===== src/design/pp_seq_pkg.sv =====
package pp_seq_pkg;
    // control word bit positions
    localparam int CW_NEW_SETPOINT = 4;
    localparam int CW_CHANGE_NOW = 5;
    localparam int CW_ABS_REL = 6;
    localparam int CW_HALT = 8;
    localparam int CW_BASE_ACTUAL = 12;
    localparam int CW_PUSH = 13;
    localparam int CW_WRAP = 14;
    // status word bit positions
    localparam int SW_TARGET_REACHED = 10;
    localparam int SW_SETPOINT_ACK = 12;
    localparam int SW_LOAD_CONTACT = 15;
    // wrap positioning mode codes
    localparam logic [1:0] WRAP_ABSOLUTE = 2'h0;
    localparam logic [1:0] WRAP_SHORTEST = 2'h1;
    localparam logic [1:0] WRAP_FORWARD = 2'h2;
    localparam logic [1:0] WRAP_REVERSE = 2'h3;
    // register bus offsets
    localparam logic [3:0] REG_CONTROL = 4'h0;
    localparam logic [3:0] REG_TARGET = 4'h1;
    localparam logic [3:0] REG_WRAP_MODE = 4'h2;
    localparam logic [3:0] REG_STATUS = 4'h3;
    localparam logic [3:0] REG_END_POINT = 4'h4;
    localparam logic [3:0] REG_VARIANT = 4'h5;
    localparam logic [3:0] REG_IRQ_STATUS = 4'h6;
    localparam logic [3:0] REG_IRQ_ENABLE = 4'h7;
    localparam logic [3:0] REG_IRQ_CLEAR = 4'h8;
    // interrupt event bit positions
    localparam int IRQ_START = 0;
    localparam int IRQ_DONE = 1;
    localparam int IRQ_CONTACT = 2;
    localparam int IRQ_CANCEL = 3;
    localparam int IRQ_BITS = 4;

    // motion variant chosen at setpoint acceptance
    typedef enum logic [2:0] {
        VAR_ABSOLUTE,
        VAR_INC_COMMAND,
        VAR_INC_ACTUAL,
        VAR_WRAP_ABSOLUTE,
        VAR_WRAP_SHORTEST,
        VAR_WRAP_FORWARD,
        VAR_WRAP_REVERSE
    } variant_t;

    // one latched motion command
    typedef struct packed {
        logic push;
        variant_t variant;
        logic [31:0] end_point;
    } move_cmd_t;

    // register bus request
    typedef struct packed {
        logic [3:0] addr;
        logic [31:0] wdata;
        logic wr;
        logic rd;
    } reg_req_t;
endpackage


===== src/design/profile_position_sequencer.sv =====
// Decided for this implementation: the strobed register port and the placing of the registers.
`timescale 1ns/100ps
// Summary of operation
// - master loads target then sets new-setpoint bit; device starts a move.
// - change-now set: a new setpoint during a move replaces it at once.
// - change-now clear: a new setpoint during a move waits until it finishes.
// - push bit at acceptance runs a push move at profile velocity.
// - load contact during a push sets the load-contact flag.
// - halt or external stop while pushing with load contact flagged stops motion and cancels push.
// - push reaching target without contact finishes normally, flag stays zero.
// - wrap bit selects wrap positioning (variant from wrap mode) and ignores abs/rel bit.
// - without wrap, abs/rel picks absolute or incremental; base bit picks origin.
// - with wrap, wrap mode picks absolute, shortest, forward or reverse.
// - wrap and push together run push form of chosen wrap variant.
// - absolute target is a coordinate from home.
// - incremental command-based end point is command position plus distance.
// - incremental actual-based end point is actual position plus distance.
// - acknowledge rises on accepted start, falls on bit low or enable loss.
// - target reached only on proper completion, not on interruption.
module profile_position_sequencer
    import pp_seq_pkg::*;
(
    input wire logic clock, // 50 MHz control clock
    input wire logic srst, // synchronous reset, active high
    input wire pp_seq_pkg::reg_req_t req, // register bus request
    output logic [31:0] rdata, // read data, one cycle after read
    input wire logic op_enabled, // drive state machine in operation enabled
    input wire logic [31:0] command_pos, // present command position
    input wire logic [31:0] actual_pos, // present actual position
    input wire logic stop_pin, // external stop input, asynchronous
    input wire logic motion_done, // profile generator reached end point
    input wire logic contact_det, // deviation shows load pressed
    output logic move_start, // pulse: launch move_cmd
    output pp_seq_pkg::move_cmd_t move_cmd, // command to profile generator
    output logic move_abort, // pulse: stop present motion
    output logic irq // level interrupt
);
    import pp_seq_pkg::*;

    // ------------------------------------------------------------
    // registers and synchronisers
    // ------------------------------------------------------------
    logic [15:0] control_q;
    logic [31:0] target_q;
    logic [1:0] wrap_mode_q;
    logic stop_s1_q, stop_s2_q;
    logic nsp_prev_q;
    logic busy_q, pending_q, pushing_q;
    move_cmd_t pend_q;
    logic ack_q, reached_q, contact_q;
    logic [IRQ_BITS-1:0] irq_stat_q, irq_en_q;

    // stop pin passes two flops before use
    always_ff @(posedge clock) begin
        if (srst) begin
            stop_s1_q <= 1'b0;
            stop_s2_q <= 1'b0;
        end else begin
            stop_s1_q <= stop_pin;
            stop_s2_q <= stop_s1_q;
        end
    end

    // ------------------------------------------------------------
    // command decode
    // ------------------------------------------------------------
    wire nsp = control_q[CW_NEW_SETPOINT];
    wire halt = control_q[CW_HALT];
    wire wr_control = req.wr && req.addr == REG_CONTROL;
    wire start_edge = nsp && !nsp_prev_q && op_enabled;
    wire stop_req = halt || stop_s2_q;
    variant_t variant;
    logic [31:0] end_point;
    move_cmd_t new_cmd;

    // variant select from control word and wrap mode
    always_comb begin
        if (control_q[CW_WRAP]) begin
            unique case (wrap_mode_q)
                WRAP_ABSOLUTE: variant = VAR_WRAP_ABSOLUTE;
                WRAP_SHORTEST: variant = VAR_WRAP_SHORTEST;
                WRAP_FORWARD: variant = VAR_WRAP_FORWARD;
                WRAP_REVERSE: variant = VAR_WRAP_REVERSE;
            endcase
        end else if (!control_q[CW_ABS_REL]) begin
            variant = VAR_ABSOLUTE;
        end else if (control_q[CW_BASE_ACTUAL]) begin
            variant = VAR_INC_ACTUAL;
        end else begin
            variant = VAR_INC_COMMAND;
        end
    end

    // end point: coordinate or base plus distance
    always_comb begin
        unique case (variant)
            VAR_INC_COMMAND: end_point = command_pos + target_q;
            VAR_INC_ACTUAL: end_point = actual_pos + target_q;
            default: end_point = target_q;
        endcase
    end

    assign new_cmd = '{push: control_q[CW_PUSH], variant: variant, end_point: end_point};

    wire replace = start_edge && busy_q && control_q[CW_CHANGE_NOW];
    wire queue = start_edge && busy_q && !control_q[CW_CHANGE_NOW] && !(motion_done && !pending_q);
    wire launch_new = start_edge && (!busy_q || (motion_done && !pending_q && !control_q[CW_CHANGE_NOW]));
    wire launch_pend = busy_q && motion_done && pending_q && !replace;
    wire push_cancel = pushing_q && contact_q && stop_req;
    wire finish = busy_q && motion_done && !pending_q && !replace;

    // ------------------------------------------------------------
    // move sequencing
    // ------------------------------------------------------------
    always_ff @(posedge clock) begin
        if (srst) begin
            nsp_prev_q <= 1'b0;
            busy_q <= 1'b0;
            pending_q <= 1'b0;
            pushing_q <= 1'b0;
            pend_q <= '0;
            move_cmd <= '0;
            move_start <= 1'b0;
            move_abort <= 1'b0;
        end else begin
            nsp_prev_q <= nsp;
            move_start <= 1'b0;
            move_abort <= 1'b0;
            if (!op_enabled || push_cancel) begin
                busy_q <= 1'b0;
                pending_q <= 1'b0;
                pushing_q <= 1'b0;
                move_abort <= busy_q;
            end else if (launch_new || replace) begin
                busy_q <= 1'b1;
                pending_q <= 1'b0;
                pushing_q <= new_cmd.push;
                move_cmd <= new_cmd;
                move_start <= 1'b1;
                move_abort <= replace;
            end else if (launch_pend) begin
                pending_q <= queue;
                if (queue) pend_q <= new_cmd;
                pushing_q <= pend_q.push;
                move_cmd <= pend_q;
                move_start <= 1'b1;
            end else begin
                if (queue) begin
                    pending_q <= 1'b1;
                    pend_q <= new_cmd;
                end
                if (finish) begin
                    busy_q <= 1'b0;
                    pushing_q <= 1'b0;
                end
            end
        end
    end

    // ------------------------------------------------------------
    // status flags
    // ------------------------------------------------------------
    always_ff @(posedge clock) begin
        if (srst) begin
            ack_q <= 1'b0;
            reached_q <= 1'b0;
            contact_q <= 1'b0;
        end else begin
            if (!nsp || !op_enabled) begin
                ack_q <= 1'b0;
            end else if (start_edge) begin
                ack_q <= 1'b1;
            end
            if (move_start || !op_enabled || push_cancel) begin
                reached_q <= 1'b0;
            end else if (finish) begin
                reached_q <= 1'b1;
            end
            if (!pushing_q || move_start || push_cancel) begin
                contact_q <= 1'b0;
            end else if (contact_det) begin
                contact_q <= 1'b1;
            end
        end
    end

    // ------------------------------------------------------------
    // interrupts and register bus
    // ------------------------------------------------------------
    logic [IRQ_BITS-1:0] irq_ev;
    assign irq_ev[IRQ_START] = move_start;
    assign irq_ev[IRQ_DONE] = finish;
    assign irq_ev[IRQ_CONTACT] = pushing_q && contact_det && !contact_q;
    assign irq_ev[IRQ_CANCEL] = push_cancel;
    wire [IRQ_BITS-1:0] irq_clr = (req.wr && req.addr == REG_IRQ_CLEAR) ? req.wdata[IRQ_BITS-1:0] : '0;

    logic [15:0] status_word;
    always_comb begin
        status_word = '0;
        status_word[SW_TARGET_REACHED] = reached_q;
        status_word[SW_SETPOINT_ACK] = ack_q;
        status_word[SW_LOAD_CONTACT] = contact_q;
    end

    logic [31:0] rd_mux;
    always_comb begin
        unique case (req.addr)
            REG_CONTROL: rd_mux = {16'h0000, control_q};
            REG_TARGET: rd_mux = target_q;
            REG_WRAP_MODE: rd_mux = {30'h0, wrap_mode_q};
            REG_STATUS: rd_mux = {16'h0000, status_word};
            REG_END_POINT: rd_mux = move_cmd.end_point;
            REG_VARIANT: rd_mux = {28'h0000000, move_cmd.push, move_cmd.variant};
            REG_IRQ_STATUS: rd_mux = {28'h0000000, irq_stat_q};
            REG_IRQ_ENABLE: rd_mux = {28'h0000000, irq_en_q};
            default: rd_mux = 32'h00000000;
        endcase
    end

    // register writes, sticky events (set beats clear), read data
    always_ff @(posedge clock) begin
        if (srst) begin
            control_q <= 16'h0000;
            target_q <= 32'h00000000;
            wrap_mode_q <= WRAP_ABSOLUTE;
            irq_stat_q <= '0;
            irq_en_q <= '0;
            irq <= 1'b0;
            rdata <= 32'h00000000;
        end else begin
            if (wr_control) control_q <= req.wdata[15:0];
            if (req.wr && req.addr == REG_TARGET) target_q <= req.wdata;
            if (req.wr && req.addr == REG_WRAP_MODE) wrap_mode_q <= req.wdata[1:0];
            if (req.wr && req.addr == REG_IRQ_ENABLE) irq_en_q <= req.wdata[IRQ_BITS-1:0];
            irq_stat_q <= (irq_stat_q & ~irq_clr) | irq_ev;
            irq <= |(((irq_stat_q & ~irq_clr) | irq_ev) & irq_en_q);
            rdata <= req.rd ? rd_mux : 32'h00000000;
        end
    end

    // ------------------------------------------------------------
    // assertions
    // ------------------------------------------------------------
    a_edge_launch: assert property (@(posedge clock) disable iff (srst)
        start_edge && !busy_q |=> move_start && busy_q)
        else $error("idle rising setpoint did not launch");
    a_replace_now: assert property (@(posedge clock) disable iff (srst)
        op_enabled && !push_cancel && replace |=> move_start && move_abort)
        else $error("immediate change did not replace move");
    a_queue_hold: assert property (@(posedge clock) disable iff (srst)
        op_enabled && !push_cancel && queue && !motion_done |=> pending_q && !move_start)
        else $error("queued setpoint started early");
    a_push_cancel: assert property (@(posedge clock) disable iff (srst)
        push_cancel |=> !pushing_q && !contact_q && move_abort)
        else $error("stop during contact did not cancel push");
    a_contact_push: assert property (@(posedge clock) disable iff (srst)
        contact_q |-> $past(pushing_q))
        else $error("contact flag outside push");
    a_hold_nsp: assert property (@(posedge clock) disable iff (srst)
        nsp && $past(nsp) && !busy_q |=> !move_start)
        else $error("held setpoint bit restarted move");
    a_ack_drop: assert property (@(posedge clock) disable iff (srst)
        !nsp |=> !ack_q)
        else $error("acknowledge stayed with bit low");
    a_reached_done: assert property (@(posedge clock) disable iff (srst)
        $rose(reached_q) |-> $past(finish))
        else $error("target reached without completion");
    a_wrap_abs: assert property (@(posedge clock) disable iff (srst)
        control_q[CW_WRAP] && wrap_mode_q == WRAP_ABSOLUTE |-> end_point == target_q)
        else $error("wrap absolute used relative end point");

    // flag, enable and pulse checks
    a_ack_rise: assert property (@(posedge clock) disable iff (srst)
        start_edge |=> ack_q)
        else $error("accepted start did not raise acknowledge");
    a_enable_drop: assert property (@(posedge clock) disable iff (srst)
        !op_enabled |=> !busy_q && !ack_q && !reached_q)
        else $error("enable loss left move or flags");
    a_contact_set: assert property (@(posedge clock) disable iff (srst)
        pushing_q && contact_det && !move_start && !push_cancel |=> contact_q)
        else $error("contact during push not flagged");
    a_done_reached: assert property (@(posedge clock) disable iff (srst)
        finish && op_enabled && !push_cancel && !move_start |=> reached_q)
        else $error("completed move not reported");
    a_abort_once: assert property (@(posedge clock) disable iff (srst)
        move_abort && !move_start |=> !move_abort)
        else $error("abort pulse longer than one cycle");
    a_queue_launch: assert property (@(posedge clock) disable iff (srst)
        op_enabled && !push_cancel && launch_pend |=> move_start && move_cmd == $past(pend_q))
        else $error("queued setpoint not started after completion");

    // main scenarios
    c_enable_drop: cover property (@(posedge clock) busy_q && !op_enabled);
    c_wrap_push: cover property (@(posedge clock) move_start && move_cmd.push && move_cmd.variant == VAR_WRAP_FORWARD);
    c_replace: cover property (@(posedge clock) replace);
    c_queue_run: cover property (@(posedge clock) queue ##[1:50] launch_pend);
    c_contact: cover property (@(posedge clock) $rose(contact_q));
    c_push_stop: cover property (@(posedge clock) push_cancel);
endmodule


===== config.mk =====
export PLATFORM = sky130hd
export DESIGN_NAME = profile_position_sequencer
export DESIGN_NICKNAME = d
export VERILOG_FILES = /design/src/design/pp_seq_pkg.sv /design/src/design/profile_position_sequencer.sv
export SDC_FILE = /design/constraint.sdc
export NUM_CORES = 1
export LEC_CHECK = 0
export BUFFER_PORTS_ARGS = -buffer_cell sky130_fd_sc_hd__buf_2
export CAP_MARGIN = 20
export CORE_UTILIZATION = 43
export DETAILED_ROUTE_END_ITERATION = 16
export HOLD_SLACK_MARGIN = 0.1
export PLACE_DENSITY_LB_ADDON = 0.05
export SLEW_MARGIN = 20
export SYNTH_ARGS = -nofsm -noshare
export SYNTH_HDL_FRONTEND = slang
export SYNTH_SLANG_ARGS = --single-unit
export TNS_END_PERCENT = 100

===== constraint.sdc =====
create_clock -name clock -period 4.78 [get_ports clock]
set_input_delay 0.717 -clock clock [delete_from_list [all_inputs] [get_ports clock]]
set_output_delay 0.717 -clock clock [all_outputs]
set_load 0.05 [all_outputs]

# Word level (Yosys, flattened, before mapping)
# Index checks and enable logic that the tools add are counted.
[totals]
inputBits = 108
wordCells = 125
out_inout_bits = 71
reg_bits = 174
[op_classes]
n_mux = 20
n_bitwise = 7
n_addsub = 2
n_reduce_logical = 58
eq_ne = 14
[ops]
columns = ["cell", "count"]
rows = [
  ["$pmux 32 s8", 1],
  ["$mux 36", 2],
  ["$add 32x32->32", 2],
  ["$pmux 32 s2", 1],
  ["$logic_and 1x1->1", 23],
  ["$eq 4x3->1 const B", 4],
  ["$pmux 3 s4", 1],
  ["$mux 1", 11],
  ["$logic_not 1->1", 10],
  ["$reduce_or 2->1", 5],
  ["$logic_or 1x1->1", 9],
  ["$and 4x4->4", 2],
  ["$eq 4x2->1 const B", 2],
  ["$reduce_bool 2->1", 3],
  ["$eq 2x2->1 const B", 2],
  ["$eq 4x1->1 const B", 1],
  ["$eq 4x4->1 const B", 1],
  ["$logic_not 4->1", 1],
  ["$mux 2", 2],
  ["$mux 4", 1],
  ["$not 4->4", 1],
  ["$or 4x4->4", 1],
  ["$reduce_and 2->1", 2],
  ["$reduce_or 4->1", 1],
  ["other kinds (10)", 12],
]

# Longest topological paths before layout
# Gate-level depths: netlist of the first run.
[depth]
word_depth = 10
mapped_depth = 18
depth_no_buf = 17

# Worst setup path after synthesis of the first run
# OpenSTA, ideal clock, no wires.
[synth_path]
path_kind = "register to register"
start = "register wrap_mode_q[0]"
end = "register move_cmd[28] (netlist bit)"
required_ns = 4.649
setup_time_ns = 0.131
path_buffers = 1
t_arrival_ns = 3.888
path_stages_with_launch = 19
setup_slack_ns = 0.761
period_less_slack_ns = 4.019
cell_sequence = "dfxtp_1 -> inv_1 -> ha_1 -> nand2b_1 -> o21ai_1 -> clkbuf_1 -> mux2_2 -> ha_1 -> inv_1 -> fa_1 -> nand2b_1 -> a21oi_1 -> o21ai_2 -> a2111oi_4 -> o31ai_1 -> a21oi_1 -> nor4_1 -> a311oi_1 -> a21oi_1"
[synth_via]
elab_chain_len = 6
word_cells_on_any_way = 10
cone_classes = "eq/ne (5); mux (4); reduce/logical (1)"
[synth_rtl]
columns = ["item", "line", "text"]
rows = [
  ["start: declaration", "profile_position_sequencer.sv:45", "logic [1:0] wrap_mode_q;"],
  ["start signal: assignment", "profile_position_sequencer.sv:233", "if (req.wr && req.addr == REG_WRAP_MODE) wrap_mode_q <= req.wdata[1:0];"],
  ["$eq 2x2->1, or another cell as far along", "profile_position_sequencer.sv:79", "unique case (wrap_mode_q)"],
  ["$pmux 3 s4 *", "profile_position_sequencer.sv:79", ""],
  ["$mux 3 *", "profile_position_sequencer.sv:78", "if (control_q[CW_WRAP]) begin"],
  ["$eq 3x2->1 or $eq 3x1->1 (tied branches)", "profile_position_sequencer.sv:96", "unique case (variant)"],
  ["$pmux 32 s2 *", "profile_position_sequencer.sv:96", ""],
  ["$mux 36 *", "profile_position_sequencer.sv:134", "end else if (launch_new || replace) begin"],
  ["end signal: assignment", "profile_position_sequencer.sv:138", "move_cmd <= new_cmd;"],
  ["end signal: assignment", "profile_position_sequencer.sv:145", "move_cmd <= pend_q;"],
  ["end: declaration", "profile_position_sequencer.sv:34", "output pp_seq_pkg::move_cmd_t move_cmd,"],
]
# Every way passes the cells marked *; elsewhere a longest branch is shown, timed or not.
# A chain may end at the register's enable or synchronous reset.

# Final worst setup path of the first run
# Ends and elaborated chain as after synthesis.

==> key figures, run 1 <==
Clock tree
  • Worst skew pair latency: 430 ps
  • CTS Hold Buffers Added: 0
  • CTS tree: yes
  • CTS Buf Count: 17
  • CTS Buffer Depth: 2
  • Post-CTS Repair Setup Buffers: 0
  • Sink Count: 174
  • H-tree Lvls: 4
  • Clk root buf: clkbuf_16
  • Reg clk slew, reported paths: 70 ps
  • # resized after CTS: 0

STA
  • Final hold slack: 451 ps
  • Final Hold Vio Count: 0
  • Setup tns final: 0 ps
  • F_max: 228 MHz
  • Tcrit/Tclk final: 91.8%
  • Worst-margin pin slew: 1070 ps
  • Slew margin rel.: 28.7%
  • RSZ-0062 raised after global routing: no
  • Setup Viol. Count Final: 0
  • Final min period: 4390 ps
  • Pins Over Slew Limit: 0
  • Post-Route Skew: 15.8 ps

Route
  • Vias per cell: 5.67
  • Post-route ant nets: 0
  • Final WL: 30800 um
  • Drt first-iter violations: 786
  • Wire length per cell: 19.2 um
  • Vias: 9070
  • Drc violations: 0
  • TritonRoute pass-1 iters: 6

Logic synthesis
  • Ys flop type: dfxtp_1
  • Top cells by count, synth: nand2_1, dfxtp_1, a21oi_1
  • Register bit count reported by yosys: 174
  • Count leader, synth: nand2_1
  • Syn_area_per_cell: 7.95 um^2
  • Top cells by area, synth: dfxtp_1, nand2_1, a21oi_1
  • Seq/Total Area, Yosys: 37.4%
  • YS warnings: 0
  • Post-synthesis async set-or-reset flop share: 0%
  • Yosys top cell area share: 37.4%
  • Post-Syn Instances: 1170
  • Netlist Area Pre-Place: 9310 um^2
  • Netlist cell types: 80
  • Post-synth EDFFs: 0
  • Post-synth top area cell: dfxtp_1
  • Synth Net Count: 1314

Place
  • Port Buffers: 178
  • Detail Placement HPWL: 22200 um
  • RD Place Congestion: 0.876
  • Cell total after placement: 1567
  • Placed cell area: 10400 um^2

Hold path
  • Hold Path Cell Cnt: 1
  • HP Class: reg2reg

Pwr
  • Worst ir drop on vdd: 193 uV
  • Leakage: 4.36 nW
  • Pwr/cell area: 282 nW/um^2

Floorplan
  • # IOs: 179
  • Chip height: 149 um
  • Num rows: 53
  • Die area: 22200 um^2
  • Starting density of the core: 44.1%
  • Die W: 149 um
  • Core ar.: 21100 um^2

Worst setup path
  • R2R Setup Slk: 390 ps
  • Reg2Reg Depth: 17
  • Worst path arrival time: 4690 ps
  • Max Fanout on Critical Path: 13
  • Reg-to-reg endpoint: move_cmd[28]
  • Critical path depth in cells: 17
  • R2r startpoint: wrap_mode_q[0]
  • Worst setup SP type: register
  • Top delay family on crit path: compound AO/OA/AOI/OAI gates
  • Chain of cells forming the critical path: inv_1 -> ha_1 -> nand2b_1 -> o21ai_4 -> mux2_2 -> ha_1 -> inv_1 -> fa_1 -> nand2b_1 -> a21oi_1 -> o21ai_2 -> a2111oi_4 -> o31ai_1 -> a21oi_1 -> nor4_1 -> a311oi_1 -> a21oi_1
  • CP Class: reg2reg
  • Crit path largest cell delay: 450 ps
  • Setup crit start: wrap_mode_q[0]
  • Critical path's slowest cell: o21ai_4
  • WP data required: 5080 ps
  • CP Buf/Inv Count: 2
  • Crit path to: move_cmd[28]
  • Worst Setup End Kind: register
  • Crit path top cell by count: a21oi_1

Final layout
  • Design area: 11000 um^2
  • Fin cells: 1600
  • Nets: 1455
  • Area grow syn2layout: 18.2%
  • Share of layout cells above drive strength 1: 21.7%

Global routing
  • Gr busiest metal: met1
  • Tot GR Track Use: 27.8%
  • Grt ovf: 0
  • M1 GR Usage: 42.6%
  • First-pass GRT wire length: 46600 um
  • Vias in the first global route: 8104
  • Initial antenna violation count: 0
  • M3 GR Usage: 4.34%
  • Largest net degree at the start of global routing: 95
  • Met2 Usage GRT: 40.3%

Run status
  • Outcome: finished, final reports clean

Flow run
  • MaxCap Viol Count: 0
-- per-layer routing --
layer	vias up	part of all wire [%]
met1	4261	49
met3	18	7.9
met4	0	0.90
met5	-	0
met2	357	42
li1	4434	-
-- cell type report --
cell class              instances  area (um^2)
clock buffers                  20          447
well taps                     275          344
flip-flops and latches        174         3480
diodes                          1         2.50
multi-input cells             900         5480
clock inverters                12          126
repair buffers                199         1050
inverters                      19         71.3
fillers                      2154        10100
-- kinds of logic after synthesis --
logic type / share of synthesized area [%]
AOI/OAI and AO/OA: 24.0
xor gates and xnor gates: 2.82
muxes: 6.67
adders and majority gates: 4.92
DFF: 37.4
and+or+nand+nor: 20.2
buffers and inverters: 3.99
-- worst min path at each step --
stage                    start         to  slack [ps]
detailed placement   stop_s1_q  stop_s2_q         430
CTS                 nsp_prev_q      ack_q         450
finish              nsp_prev_q      ack_q         450
global route         stop_s1_q  stop_s2_q         470
floorplan           nsp_prev_q      ack_q         410
global placement    nsp_prev_q      ack_q         420
-- sequential cells by signal, indices dropped and copies added, names as in the netlist, 2 cells and up --
register,flops
irq_stat_q,4
wrap_mode_q,2
target_q,32
control_q,16
irq_en_q,4
pend_q,36
rdata,32
move_cmd,36
-- per-stage QoR --
stage	power [mW]	setup WS (ps)	utilization, %
after CTS	3.12	382	52.2
after global placement	1.76	469	49.5
after detailed placement	1.75	403	49.5
after global routing	3.20	44.3	52.2
after floorplan	1.65	761	-
final	3.10	390	52.2
-- power by group --
group | leakage, nW | switching, mW | internal (mW) | total (mW)
sequential | 1.40 | 0.0109 | 1.46 | 1.47
clock | 0.273 | 0.630 | 0.747 | 1.38
combinational | 2.68 | 0.160 | 0.0981 | 0.258
-- cells in the final DEF, fill, tap and decap left out, types with 10 or more instances in the layout --
cell type  synthesis  final
nand2_1          205    205
buf_2              3    177
dfxtp_1          174    174
a21oi_1          148    148
nor2_1           132    132
mux2_2            36     36
ha_1              35     35
a211oi_1          28     28
o21ai_0           27     27
a22oi_1           26     26
buf_4              0     22
xor2_1            19     19
inv_1             18     18
a21o_1            18     18
nand3_1           17     17
mux2i_1           17     17
o21ai_1           19     17
clkbuf_16          0     17
o211ai_1          15     15
xnor2_1           11     11
a31oi_1           11     11
nor3_1            10     10
Note: power is estimated with default switching activity, not from simulation.
==> run 2: changes to the inputs <==
--- a/config.mk
+++ b/config.mk
@@ -7,7 +7,7 @@
 export LEC_CHECK = 0
 export BUFFER_PORTS_ARGS = -buffer_cell sky130_fd_sc_hd__buf_2
 export CAP_MARGIN = 20
-export CORE_UTILIZATION = 43
+export CORE_UTILIZATION = 45
 export DETAILED_ROUTE_END_ITERATION = 16
 export HOLD_SLACK_MARGIN = 0.1
 export PLACE_DENSITY_LB_ADDON = 0.05
==> run 2 against run 1 <==
Via count is 1.3% lower. Cell count is 0.56% lower. Critical path depth is 2 lower. Power is 0.33% lower. Setup slack worse by 10 ps. Clock power about the same. Die area is 4.4% lower. Register-to-register slack about the same. Clock skew is 4.9 ps lower. Count of clock-buffer cells in the layout is 3 lower. Maximum frequency shrank 0.24%. Hold slack worse by 9.7 ps. Largest cell class unchanged.
==> key figures, run 2 (same netlist as run 1, synthesis figures left out) <==
Hold path
  • HP Class: reg2reg
  • Hold Path Origin: nsp_prev_q
  • Hold Path Cell Cnt: 1 (unchanged)
  • Worst hold path endpoint: ack_q

Route
  • Wire length per cell: 18.7 um (-2.7%)
  • Post-route ant nets: 0 (unchanged)
  • Vias per cell: 5.63 (-0.73%)
  • Drt first-iter violations: 815 (+3.7%)
  • Highest routed layer: met4
  • TritonRoute pass-1 iters: 5 (-1)
  • Drc violations: 0 (unchanged)
  • Metal3 WL: 2340 um (-4.1%)
  • Metal-1 WL: 14500 um (-3.0%)
  • Vias: 8953 (-1.3%)
  • Metal2 WL: 12500 um (-4.5%)
  • Final WL: 29800 um (-3.2%)

Floorplan
  • Die W: 146 um (-2.2%)
  • Num rows: 52 (-1.9%)
  • # IOs: 179 (unchanged)
  • Core ar.: 20200 um^2 (-4.0%)
  • Chip height: 146 um (-2.2%)
  • Die area: 21300 um^2 (-4.4%)
  • Starting density of the core: 46.0% (+1.9 points)

Worst setup path
  • Worst setup SP type: register
  • Chain of cells forming the critical path: inv_1 -> ha_1 -> nand2b_1 -> o21ai_4 -> buf_12 -> mux2_2 -> ha_1 -> and2_1 -> a221o_1 -> a21oi_1 -> o21ai_1 -> o31ai_1 -> a21oi_1 -> a311oi_1 -> a21oi_1
  • Max Fanout on Critical Path: 20 (+7)
  • CP Class: reg2reg
  • CP Buf/Inv Count: 2 (unchanged)
  • Worst path arrival time: 4700 ps (about the same)
  • Critical path depth in cells: 15 (-2)
  • Crit path top cell by count: a21oi_1
  • R2R Setup Slk: 380 ps (about the same)
  • R2r startpoint: wrap_mode_q[0]
  • Worst Setup End Kind: register
  • Crit path largest cell delay: 480 ps (+30 ps)
  • Critical path's slowest cell: o21ai_4
  • Top delay family on crit path: compound AO/OA/AOI/OAI gates
  • Setup crit start: wrap_mode_q[0]
  • WP data required: 5080 ps (about the same)
  • Reg-to-reg endpoint: move_cmd[28]
  • Reg2Reg Depth: 15 (-2)

Place
  • Detail Placement HPWL: 21400 um (-3.8%)
  • Placed cell area: 10400 um^2 (-0.14%)
  • RD Place Congestion: 0.914 (+4.3%)
  • Port Buffers: 178 (unchanged)
  • Cell total after placement: 1559 (-0.51%)
  • Dpl ws: 415 ps (+11.7 ps)

Final layout
  • Most frequent cells in the layout: nand2_1, buf_2, dfxtp_1, a21oi_1, nor2_1
  • Design area: 11000 um^2 (-0.11%)
  • Largest regs: move_cmd: 36 flops, pend_q: 36 flops
  • Most common cell after layout, fill and taps aside: nand2_1
  • Share of layout cells above drive strength 1: 21.7% (+0.049 points)
  • Utilization of the core after routing: 54.3% (+2.1 points)
  • Fin cells: 1591 (-0.56%)
  • Number of diodes: 0 (-1)
  • Area grow syn2layout: 18.1%
  • Nets: 1452 (-0.21%)

STA
  • RSZ-0062 raised after global routing: no
  • F_max: 227 MHz (-0.24%)
  • Post-Route Skew: 10.9 ps (-4.91 ps)
  • Setup Viol. Count Final: 0 (unchanged)
  • Slew margin rel.: 27.0% (-1.7 points)
  • Tcrit/Tclk final: 92.1% (+0.22 points)
  • Final hold slack: 441 ps (-9.69 ps)
  • Pins Over Slew Limit: 0 (unchanged)
  • Setup tns final: 0 ps (unchanged)
  • Worst Setup Slack, final: 380 ps (-10.5 ps)
  • Final min period: 4400 ps (+10.5 ps)
  • Worst-margin pin slew: 1090 ps (+24.8 ps)
  • Final Hold Vio Count: 0 (unchanged)

Clock tree
  • # resized after CTS: 0 (unchanged)
  • CTS tree: yes
  • Worst skew pair latency: 430 ps (about the same)
  • CTS Buf Count: 17 (unchanged)
  • Sink Count: 174 (unchanged)
  • CTS Hold Buffers Added: 0 (unchanged)
  • CTS Buffer Depth: 2 (unchanged)
  • Reg clk slew, reported paths: 70 ps (about the same)
  • H-tree Lvls: 4 (unchanged)
  • Post-CTS Repair Setup Buffers: 0 (unchanged)
  • Clk root buf: clkbuf_16

Pwr
  • Pwr/cell area: 281 nW/um^2 (-0.21%)
  • Leakage: 4.34 nW (-0.28%)
  • Total power: 3.09 mW (-0.33%)
  • Worst ir drop on vdd: 210 uV (+9.2%)

Global routing
  • Tot GR Track Use: 28.2% (+0.40 points)
  • First-pass GRT wire length: 46500 um (-0.24%)
  • Initial antenna violation count: 0 (unchanged)
  • Vias in the first global route: 8087 (-0.21%)
  • Grt ovf: 0 (unchanged)
  • Largest net degree at the start of global routing: 80 (-16%)

Run status
  • Outcome: finished, final reports clean

Flow run
  • MaxCap Viol Count: 0 (unchanged)
==> run 2: changes by cell type in the layout (fill, tap and decap cells not counted), moves of 2 or more <==
cell | previous run | this run
buf_4 | 22 | 18
and2_1 | 6 | 4
clkbuf_1 | 2 | 0
clkinv_8 | 0 | 2
==> run 2: cell type report <==
| class | count | area (um^2) |
|---|---|---|
| Timing Repair Buffer | 196 | 1040 |
| Clock buffer | 17 | 425 |
| Sequential cell | 174 | 3480 |
| Clock inverter | 15 | 153 |
| Inverter | 19 | 71.3 |
| Tap cell | 270 | 338 |
| Multi-Input combinational cell | 900 | 5480 |
| Fill cell | 2020 | 9240 |
==> run 2: worst max-delay path by stage <==
stage,endpoint,slack (ps)
after global placement,move_cmd[28],530
after global routing,move_cmd[28],70
final,move_cmd[28],380
after floorplan,move_cmd[28],760
after CTS,move_cmd[28],390
after detailed placement,move_cmd[28],420
==> run 2: report_power, final <==
part	internal (mW)	total (mW)	switching [mW]
clock	0.696	1.37	0.672
sequential	1.46	1.47	0.0108
combinational	0.0983	0.257	0.159
total	2.25	3.09	0.842
==> run 2: metal layers <==
metal	up-vias	GRT usage (%)
li1	4431	-
met1	4143	43.5
met2	352	40.0
met3	27	4.51
met4	0	7.47
met5	-	0
